<file path="src/shared/scs_pkg.sv">
// constants, types and carriers of the segment and control state block
//
// Summary of operation
// - six 16-bit selector registers name the currently addressable segments
// - protected mode segments may span one byte up to the full 4 Gbytes
// - real mode segment size is fixed at 64 Kbytes whatever the selector
// - accesses wrapping a maximum-limit segment raise a limit violation
// - code selector serves fetches, stack selector stacks, four others data
// - each selector has a hidden descriptor: 32-bit base, limit, attributes
// - real mode selector load sets only base, selector shifted left four
// - protected mode selector load refreshes base, limit, attributes
// - each reference adds base, checks limit; protected mode also checks attributes against type
// - low-half load and store touch only the low 16 control bits
// - control bit 31 turns the paging unit on and off
// - task switch sets task-swapped flag; then non-wait coprocessor opcodes trap
// - bit 2 makes non-wait coprocessor opcodes fault; clear after reset
// - wait opcode traps only when monitor bit and task-swapped are set
// - control bit 0 selects protected mode; cleared returns to real mode
// - protection bit set by either load, cleared only by full load
// - fault address register captures the last page fault linear address
// - table root keeps page-aligned base; low twelve bits ignored
// - explicit root write or root-changing task switch flushes page cache
// - task switch keeping the root value does not flush the page cache
package scs_pkg;

	// =====================================================================
	// register selection for load and store
	typedef enum logic [3:0] {
		SCS_SEL_CODE   = 4'h0,
		SCS_SEL_STACK  = 4'h1,
		SCS_SEL_DATA   = 4'h2,
		SCS_SEL_EXTRA  = 4'h3,
		SCS_SEL_THIRD  = 4'h4,
		SCS_SEL_FOURTH = 4'h5,
		SCS_SEL_MCW    = 4'h6,
		SCS_SEL_FAULT  = 4'h7,
		SCS_SEL_ROOT   = 4'h8
	} scs_reg_sel_t;

	// =====================================================================
	// memory reference kinds
	typedef enum logic [1:0] {
		SCS_KIND_FETCH = 2'h0,
		SCS_KIND_STACK = 2'h1,
		SCS_KIND_DATA  = 2'h2
	} scs_mem_kind_t;

	// =====================================================================
	// descriptor and reference carriers
	typedef struct packed {
		logic present;
		logic code;
		logic rw;
	} scs_attr_t;

	typedef struct packed {
		logic [31:0] base;
		logic [31:0] limit;
		scs_attr_t   attr;
	} scs_desc_t;

	typedef struct packed {
		scs_mem_kind_t kind;
		logic [1:0]    dseg;
		logic [31:0]   offset;
		logic          write;
		logic [1:0]    size_m1;
	} scs_mem_req_t;

	typedef struct packed {
		logic [31:0] lin_addr;
		logic        limit_fault;
		logic        type_fault;
	} scs_mem_rsp_t;

	// =====================================================================
	// positions, masks and reset values
	localparam int          SCS_NUM_SEGS   = 6;
	localparam int          SCS_LOW_W      = 16;
	localparam int          SCS_MCW_PG     = 31;
	localparam int          SCS_MCW_RSV    = 4;
	localparam int          SCS_MCW_TS     = 3;
	localparam int          SCS_MCW_EM     = 2;
	localparam int          SCS_MCW_MP     = 1;
	localparam int          SCS_MCW_PE     = 0;
	localparam int          SCS_REAL_SHIFT = 4;
	localparam logic [31:0] SCS_MCW_IMPL   = 32'h8000_001F;
	localparam logic [31:0] SCS_MCW_RESET  = 32'h0000_0000;
	localparam logic [31:0] SCS_REAL_LIMIT = 32'h0000_FFFF;
	localparam logic [31:0] SCS_ROOT_MASK  = 32'hFFFF_F000;
	localparam logic [31:0] SCS_ROOT_RESET = 32'h0000_0000;
	localparam logic [31:0] SCS_FAULT_RST  = 32'h0000_0000;
	localparam logic [15:0] SCS_SEG_RESET  = 16'h0000;
	localparam scs_attr_t   SCS_REAL_ATTR  = '{present: 1'b1,
	                                           code: 1'b0, rw: 1'b1};
	localparam scs_desc_t   SCS_DESC_RESET = '{base: 32'h0000_0000,
	                                           limit: 32'h0000_FFFF,
	                                           attr: SCS_REAL_ATTR};

endpackage

</file>
<file path="src/scs_segctl.sv">
// segment selectors, hidden descriptors and machine control registers
`timescale 1ns/1ps
`default_nettype none
module scs_segctl (
	input  wire logic                 clk,
	input  wire logic                 rst,
	input  wire logic                 clk_en,
	input  wire logic                 wr_valid,
	input  wire scs_pkg::scs_reg_sel_t wr_sel,
	input  wire logic                 wr_low,
	input  wire logic [31:0]          wr_data,
	input  wire scs_pkg::scs_desc_t   wr_desc,
	input  wire logic                 rd_valid,
	input  wire scs_pkg::scs_reg_sel_t rd_sel,
	input  wire logic                 rd_low,
	output logic [31:0]               rd_data,
	output logic                      rd_ack,
	input  wire logic                 task_switch,
	input  wire logic [31:0]          task_root,
	input  wire logic                 pf_valid,
	input  wire logic [31:0]          pf_addr,
	input  wire logic                 mem_valid,
	input  wire scs_pkg::scs_mem_req_t mem_req,
	output logic                      mem_ack,
	output scs_pkg::scs_mem_rsp_t     mem_rsp,
	input  wire logic                 cop_valid,
	input  wire logic                 cop_is_wait,
	output logic                      cop_ack,
	output logic                      cop_trap,
	output logic                      prot_mode,
	output logic                      paging_en,
	output logic [31:0]               table_root,
	output logic                      tlb_flush
);

	// =====================================================================
	// decode helpers
	function automatic logic is_seg(scs_pkg::scs_reg_sel_t s);
		is_seg = (s <= scs_pkg::SCS_SEL_FOURTH);
	endfunction

	// selector used by a reference kind
	function automatic logic [2:0] seg_for(scs_pkg::scs_mem_kind_t k,
	                                       logic [1:0] d);
		if (k == scs_pkg::SCS_KIND_FETCH) begin
			seg_for = 3'h0;
		end else if (k == scs_pkg::SCS_KIND_STACK) begin
			seg_for = 3'h1;
		end else begin
			seg_for = 3'(d) + 3'h2;
		end
	endfunction

	logic        seg_wr;
	logic        mcw_wr;
	logic        fault_wr;
	logic        root_wr;
	logic [2:0]  wr_idx;

	// write strobes per register
	assign seg_wr   = wr_valid && is_seg(wr_sel);
	assign mcw_wr   = wr_valid && (wr_sel == scs_pkg::SCS_SEL_MCW);
	assign fault_wr = wr_valid && (wr_sel == scs_pkg::SCS_SEL_FAULT);
	assign root_wr  = wr_valid && (wr_sel == scs_pkg::SCS_SEL_ROOT);
	assign wr_idx   = wr_sel[2:0];

	// =====================================================================
	// machine control word
	logic [31:0] mcw_q;
	logic [31:0] mcw_d;

	// next control word value
	always_comb begin
		mcw_d = mcw_q;
		if (mcw_wr) begin
			if (wr_low) begin
				mcw_d[scs_pkg::SCS_LOW_W-1:0] = wr_data[15:0] &
					scs_pkg::SCS_MCW_IMPL[15:0];
				mcw_d[scs_pkg::SCS_MCW_PE] = mcw_q[scs_pkg::SCS_MCW_PE] |
					wr_data[scs_pkg::SCS_MCW_PE];
			end else begin
				mcw_d = wr_data & scs_pkg::SCS_MCW_IMPL;
			end
		end
		if (task_switch) begin
			mcw_d[scs_pkg::SCS_MCW_TS] = 1'b1;
		end
	end

	// control word register
	always_ff @(posedge clk or posedge rst) begin
		if (rst) begin
			mcw_q <= scs_pkg::SCS_MCW_RESET;
		end else if (clk_en) begin
			mcw_q <= mcw_d;
		end
	end

	assign prot_mode = mcw_q[scs_pkg::SCS_MCW_PE];
	assign paging_en = mcw_q[scs_pkg::SCS_MCW_PG];

	// =====================================================================
	// selectors and hidden descriptors
	logic [15:0]        seg_q  [scs_pkg::SCS_NUM_SEGS];
	logic [15:0]        seg_d  [scs_pkg::SCS_NUM_SEGS];
	scs_pkg::scs_desc_t desc_q [scs_pkg::SCS_NUM_SEGS];
	scs_pkg::scs_desc_t desc_d [scs_pkg::SCS_NUM_SEGS];

	for (genvar i = 0; i < scs_pkg::SCS_NUM_SEGS; i++) begin : g_seg
		// selector load updates its descriptor by mode
		always_comb begin
			seg_d[i]  = seg_q[i];
			desc_d[i] = desc_q[i];
			if (seg_wr && (wr_idx == 3'(i))) begin
				seg_d[i] = wr_data[15:0];
				if (prot_mode) begin
					desc_d[i] = wr_desc;
				end else begin
					desc_d[i].base = 32'(wr_data[15:0]) <<
						scs_pkg::SCS_REAL_SHIFT;
				end
			end
		end

		// selector and descriptor registers
		always_ff @(posedge clk or posedge rst) begin
			if (rst) begin
				seg_q[i]  <= scs_pkg::SCS_SEG_RESET;
				desc_q[i] <= scs_pkg::SCS_DESC_RESET;
			end else if (clk_en) begin
				seg_q[i]  <= seg_d[i];
				desc_q[i] <= desc_d[i];
			end
		end
	end

	// =====================================================================
	// fault address and table root
	logic [31:0] fault_q;
	logic [31:0] fault_d;
	logic [31:0] root_q;
	logic [31:0] root_d;
	logic        flush_q;
	logic        flush_d;
	logic [31:0] task_root_m;

	assign task_root_m = task_root & scs_pkg::SCS_ROOT_MASK;

	// next fault address, root and flush pulse
	always_comb begin
		fault_d = fault_q;
		if (fault_wr) begin
			fault_d = wr_data;
		end
		if (pf_valid) begin
			fault_d = pf_addr;
		end
		root_d  = root_q;
		flush_d = 1'b0;
		if (task_switch && (task_root_m != root_q)) begin
			root_d  = task_root_m;
			flush_d = 1'b1;
		end
		if (root_wr) begin
			root_d  = wr_data & scs_pkg::SCS_ROOT_MASK;
			flush_d = 1'b1;
		end
	end

	// fault, root and flush registers
	always_ff @(posedge clk or posedge rst) begin
		if (rst) begin
			fault_q <= scs_pkg::SCS_FAULT_RST;
			root_q  <= scs_pkg::SCS_ROOT_RESET;
			flush_q <= 1'b0;
		end else if (clk_en) begin
			fault_q <= fault_d;
			root_q  <= root_d;
			flush_q <= flush_d;
		end
	end

	assign table_root = root_q;
	assign tlb_flush  = flush_q;

	// =====================================================================
	// memory reference: base add, limit and type checks
	logic [2:0]            ref_idx;
	scs_pkg::scs_desc_t    ref_desc;
	logic [32:0]           ref_end;
	logic [31:0]           ref_lim;
	logic                  is_fetch;
	logic                  ref_tflt;
	scs_pkg::scs_mem_rsp_t rsp_q;
	scs_pkg::scs_mem_rsp_t rsp_d;
	logic                  mack_q;

	assign ref_idx  = seg_for(mem_req.kind, mem_req.dseg);
	assign ref_desc = desc_q[ref_idx];
	assign ref_end  = {1'b0, mem_req.offset} + 33'(mem_req.size_m1);
	assign is_fetch = (mem_req.kind == scs_pkg::SCS_KIND_FETCH);

	// limit per mode and attribute check
	always_comb begin
		ref_lim  = prot_mode ? ref_desc.limit :
			scs_pkg::SCS_REAL_LIMIT;
		ref_tflt = 1'b0;
		if (prot_mode) begin
			ref_tflt = !ref_desc.attr.present ||
				(is_fetch && !ref_desc.attr.code) ||
				(mem_req.write && (ref_desc.attr.code ||
					!ref_desc.attr.rw)) ||
				(!is_fetch && !mem_req.write &&
					ref_desc.attr.code && !ref_desc.attr.rw);
		end
		rsp_d             = rsp_q;
		if (mem_valid) begin
			rsp_d.lin_addr    = ref_desc.base + mem_req.offset;
			rsp_d.limit_fault = ref_end > {1'b0, ref_lim};
			rsp_d.type_fault  = ref_tflt;
		end
	end

	// reference answer registers
	always_ff @(posedge clk or posedge rst) begin
		if (rst) begin
			rsp_q  <= '0;
			mack_q <= 1'b0;
		end else if (clk_en) begin
			rsp_q  <= rsp_d;
			mack_q <= mem_valid;
		end
	end

	assign mem_rsp = rsp_q;
	assign mem_ack = mack_q;

	// =====================================================================
	// coprocessor opcode traps
	logic cop_trap_q;
	logic cop_trap_d;
	logic cop_ack_q;

	// trap decision from control bits
	always_comb begin
		cop_trap_d = cop_trap_q;
		if (cop_valid) begin
			if (cop_is_wait) begin
				cop_trap_d = mcw_q[scs_pkg::SCS_MCW_MP] &&
					mcw_q[scs_pkg::SCS_MCW_TS];
			end else begin
				cop_trap_d = mcw_q[scs_pkg::SCS_MCW_EM] ||
					mcw_q[scs_pkg::SCS_MCW_TS];
			end
		end
	end

	// trap answer registers
	always_ff @(posedge clk or posedge rst) begin
		if (rst) begin
			cop_trap_q <= 1'b0;
			cop_ack_q  <= 1'b0;
		end else if (clk_en) begin
			cop_trap_q <= cop_trap_d;
			cop_ack_q  <= cop_valid;
		end
	end

	assign cop_trap = cop_trap_q;
	assign cop_ack  = cop_ack_q;

	// =====================================================================
	// store path
	logic [31:0] rd_q;
	logic [31:0] rd_d;
	logic        rack_q;

	// read mux, low-half store masks the upper bits
	always_comb begin
		rd_d = rd_q;
		if (rd_valid) begin
			if (is_seg(rd_sel)) begin
				rd_d = {16'h0000, seg_q[rd_sel[2:0]]};
			end else if (rd_sel == scs_pkg::SCS_SEL_MCW) begin
				rd_d = rd_low ? {16'h0000, mcw_q[15:0]} :
					mcw_q;
			end else if (rd_sel == scs_pkg::SCS_SEL_FAULT) begin
				rd_d = fault_q;
			end else if (rd_sel == scs_pkg::SCS_SEL_ROOT) begin
				rd_d = root_q;
			end else begin
				rd_d = 32'h0000_0000;
			end
		end
	end

	// read data registers
	always_ff @(posedge clk or posedge rst) begin
		if (rst) begin
			rd_q   <= 32'h0000_0000;
			rack_q <= 1'b0;
		end else if (clk_en) begin
			rd_q   <= rd_d;
			rack_q <= rd_valid;
		end
	end

	assign rd_data = rd_q;
	assign rd_ack  = rack_q;
endmodule // scs_segctl
`default_nettype wire

</file>
<file path="config.mk">
export PLATFORM = sky130hd
export DESIGN_NAME = scs_segctl
export DESIGN_NICKNAME = d
export VERILOG_FILES = /design/src/shared/scs_pkg.sv /design/src/scs_segctl.sv
export SDC_FILE = /design/constraint.sdc
export NUM_CORES = 2
export LEC_CHECK = 0
export BUFFER_PORTS_ARGS = -buffer_cell sky130_fd_sc_hd__buf_2
export CORE_UTILIZATION = 55
export CTS_CLUSTER_DIAMETER = 40
export DETAILED_ROUTE_END_ITERATION = 6
export GPL_ROUTABILITY_DRIVEN = 0
export PLACE_DENSITY_LB_ADDON = 0.2
export SYNTH_ARGS = -nofsm -noshare
export SYNTH_HDL_FRONTEND = slang
export SYNTH_SLANG_ARGS = --single-unit
</file>
<file path="constraint.sdc">
create_clock -name clk -period 58.4 [get_ports clk]
set_input_delay 17.52 -clock clk [delete_from_list [all_inputs] [get_ports clk]]
set_output_delay 17.52 -clock clk [all_outputs]
set_load 0.03 [all_outputs]
</file>
==> results.json <==
{
  "p_leak_uw": 0.01696,
  "drc": 1,
  "viasPerCell": 6.030,
  "dr.first_iter.drc_count": 1875,
  "synthDistinctLibCells": 74,
  "final_area_um2": 35980,
  "ctsResizeCount": 0,
  "post-cts-setup-buffers": 0,
  "internal_power_uw": 945.7,
  "worst_pin_slew_ns": 1.203,
  "p_clk_share_pct": 43.8,
  "ys_seq_area_share_pct": 51.50,
  "cp_slowest_cell": "nand2_1",
  "final_common_cell": "nand2_1",
  "die_area_um2": 56820,
  "cts_max_level": 3,
  "netSwitchingFraction_pct": 29.35,
  "grt_pass1_wl_um": 140400,
  "critPathCaptureType": "register",
  "hold_buffers": 0,
  "synth-edff-count": 0,
  "timing.rr.end": "mem_rsp[31]$_DFFE_PP0P_",
  "cts_root_buffer": "clkbuf_16",
  "crit_chain": "buf_2, nand2_1, o21ai_4, buf_4, nor2_4, buf_4, a22oi_1, o21ai_1, nor2_1, a31oi_1, ha_1, a21oi_1, o21ai_0, a41oi_2, nor2b_1, a221o_1, a31oi_2, xor2_1, o21ai_1",
  "dp_hpwl_um": 55730,
  "grt_max_degree": 135,
  "start_util_pct": 55.67,
  "place_area_um2": 32620,
  "critPathCapture": "mem_rsp[31]$_DFFE_PP0P_",
  "antenna_left": 0,
  "overflow": 0,
  "switchingPower_uw": 392.9,
  "clkSinkCount": 627,
  "clk_pin_slew_ns": 0.05,
  "antenna_found_initial": 19,
  "period_needed_ns": 22.34,
  "globalRouteTotalUtil_pct": 31.74,
  "grt_setup_unrepaired": "no",
  "routed_wirelength_um": 89150,
  "dr.pass1.iters": 7,
  "syn-cell-area_um2": 30730,
  "ys_seq_elements": 627,
  "cp_max_fo": 49,
  "comb_power_share_pct": 16.5,
  "hold_viol_final": 0,
  "cts_buffers": 93,
  "synth.avg_cell_area_um2": 10.16,
  "r2r_start": "desc_q[170]$_DFFE_PP0P_",
  "report.final.slew_viol_count": 0,
  "cp.required_ns": 58.87,
  "crit_type": "in2reg",
  "setup_viol": 0,
  "arrival_ns": 22.81,
  "insertion_delay_ns": 0.65,
  "mostFrequentLayoutCells": "nand2_1 (703), dfrtp_1 (518), buf_2 (302)",
  "synthArstFlopShare_pct": 100.0,
  "period_share_pct": 38.26,
  "rows": 86,
  "finalSetupTns_ns": 0,
  "slowest_delay_ns": 0.69,
  "status": "finished with violations",
  "syn_inst": 3025,
  "fin_skew_ns": 0.03090,
  "cts_tree": "built",
  "numPortBuffers": 302,
  "critPathLaunchType": "input port",
  "layout-drive-gt1-share_pct": 22.06,
  "area_growth_pct": 17.10,
  "cap_viol_max_count": 0,
  "synth_ff_type": "dfrtp_1",
  "wl_per_cell_um": 21.83,
  "pwr-share-seq_pct": 39.6,
  "holdCritPathClass": "reg2reg",
  "slew_headroom_pct": 19.53,
  "die-height_um": 238.4,
  "grt_pass1_vias": 25090,
  "cts_buffer_depth": 3,
  "core_area_um2": 55200,
  "ys_warn_count": 0,
  "die_w_um": 238.4,
  "powerDensity_nw_per_um2": 37.20,
  "pin_count": 327,
  "regToRegSetupSlack_ns": 54.93,
  "vdd_drop_max_v": 0.00002682,
  "finalNetCount": 3532,
  "fillerInstances": 4328,
  "crit_path_start": "mem_req[38]",
  "fmax_ghz": 0.04475,
  "rr_worst_depth": 13,
  "vias": 24620,
  "violations": "DRC"
}
==> stage by stage <==
step	util, %	power (µW)	hold WS (ns)	instances	setup slack (ns)
after floorplan	-	680.9	0.4404	3036	23.50
after global placement	59.10	741.8	0.4517	3896	35.65
final	65.19	1339	0.4699	4083	36.06
after global routing	65.16	1393	0.4833	4076	35.78
after detailed placement	59.10	754.4	0.4584	3896	35.54
after CTS	65.13	1344	0.4704	4071	36.18
==> Yosys cell counts (23+ instances only) <==
| cell | n | area [µm²] |
|---|---|---|
| a21oi_1 | 77 | 385.4 |
| o21ai_0 | 160 | 800.8 |
| nor2_1 | 85 | 319.1 |
| xor2_1 | 36 | 315.3 |
| dfstp_2 | 108 | 2838 |
| ha_1 | 65 | 813.3 |
| a22oi_1 | 97 | 728.2 |
| and3_1 | 26 | 162.7 |
| buf_2 | 43 | 215.2 |
| mux2i_1 | 80 | 800.8 |
| xnor2_1 | 43 | 376.6 |
| o22ai_1 | 31 | 193.9 |
| mux2_1 | 188 | 2117 |
| o21ai_1 | 207 | 1036 |
| a221oi_1 | 42 | 367.9 |
| mux2_2 | 55 | 619.3 |
| dfrtp_1 | 519 | 12990 |
| a21o_1 | 30 | 225.2 |
| nand3_1 | 29 | 145.1 |
| mux4_2 | 23 | 518.0 |
| clkbuf_1 | 148 | 555.5 |
| a31oi_1 | 36 | 225.2 |
| nand2_1 | 707 | 2654 |
==> state kept, by name, indices dropped and copies added (netlist names) <==
signal,cells
mem_ack,1
desc_q,402
rd_data,32
rd_ack,1
cop_trap,1
seg_q,96
table_root,20
mem_rsp,34
mcw_q,6
cop_ack,1
fault_q,32
tlb_flush,1
==> worst max-delay path, delay by kind of cell <==
family | cells | cell delay [ns]
buffers and inverters | 3 | 1.18
xor gates and xnor gates | 1 | 0.22
AOI/OAI and AO/OA | 10 | 2.12
and+or+nand+nor | 4 | 1.28
adders and majority gates | 1 | 0.42
==> kinds of logic after synthesis <==
group | count (synthesis) | synth area share, %
other | 1 | 0.01220
AO/OA/AOI/OAI | 738 | 14.63
multiplexers | 346 | 13.20
AND/OR/NAND/NOR | 923 | 12.28
adder cells (fa/ha/maj) | 67 | 2.777
flip-flops | 627 | 51.50
XOR/XNOR | 79 | 2.252
buffers and inverters | 244 | 3.359
==> layout make-up <==
type,instances,area (µm²),share of cell area [%]
clock buffers,111,2506,6.965
diodes,12,30.03,0.08345
clock inverters,64,824.5,2.291
repair buffers,337,1787,4.965
inverters,19,81.33,0.2260
flip-flops and latches,627,15830,43.98
well taps,748,935.9,2.601
multi-input cells,2165,13990,38.89
==> power groups by stage <==
stage                     Clock [µW]  Sequential (µW)  Combinational, µW
after floorplan                    0              548                133
after global placement             0              532                210
after detailed placement           0              536                218
after CTS                        594              530                220
after global routing             614              537                243
final                            587              531                221
==> how the worst min path moves through the flow <==
stage,start,end,slack [ns],cells after the start
2_1_floorplan,seg_q[76]$_DFFE_PP0P_,seg_q[76]$_DFFE_PP0P_,0.44,2
3_3_place_gp,seg_q[31]$_DFFE_PP0P_,seg_q[31]$_DFFE_PP0P_,0.45,2
3_5_place_dp,seg_q[6]$_DFFE_PP0P_,seg_q[6]$_DFFE_PP0P_,0.46,2
4_1_cts,seg_q[6]$_DFFE_PP0P_,seg_q[6]$_DFFE_PP0P_,0.47,2
5_1_grt,seg_q[13]$_DFFE_PP0P_,seg_q[13]$_DFFE_PP0P_,0.48,2
6_report,seg_q[6]$_DFFE_PP0P_,seg_q[6]$_DFFE_PP0P_,0.47,2
==> routing by layer <==
metal	wire length, µm	track usage (%)	vias up
li1	-	-	11140
met1	37250	43.34	12230
met2	41840	50.22	1046
met3	7575	6.964	186
met4	2358	10.86	20
met5	130	0	-
No activity file was read; power rests on OpenSTA's default activity.
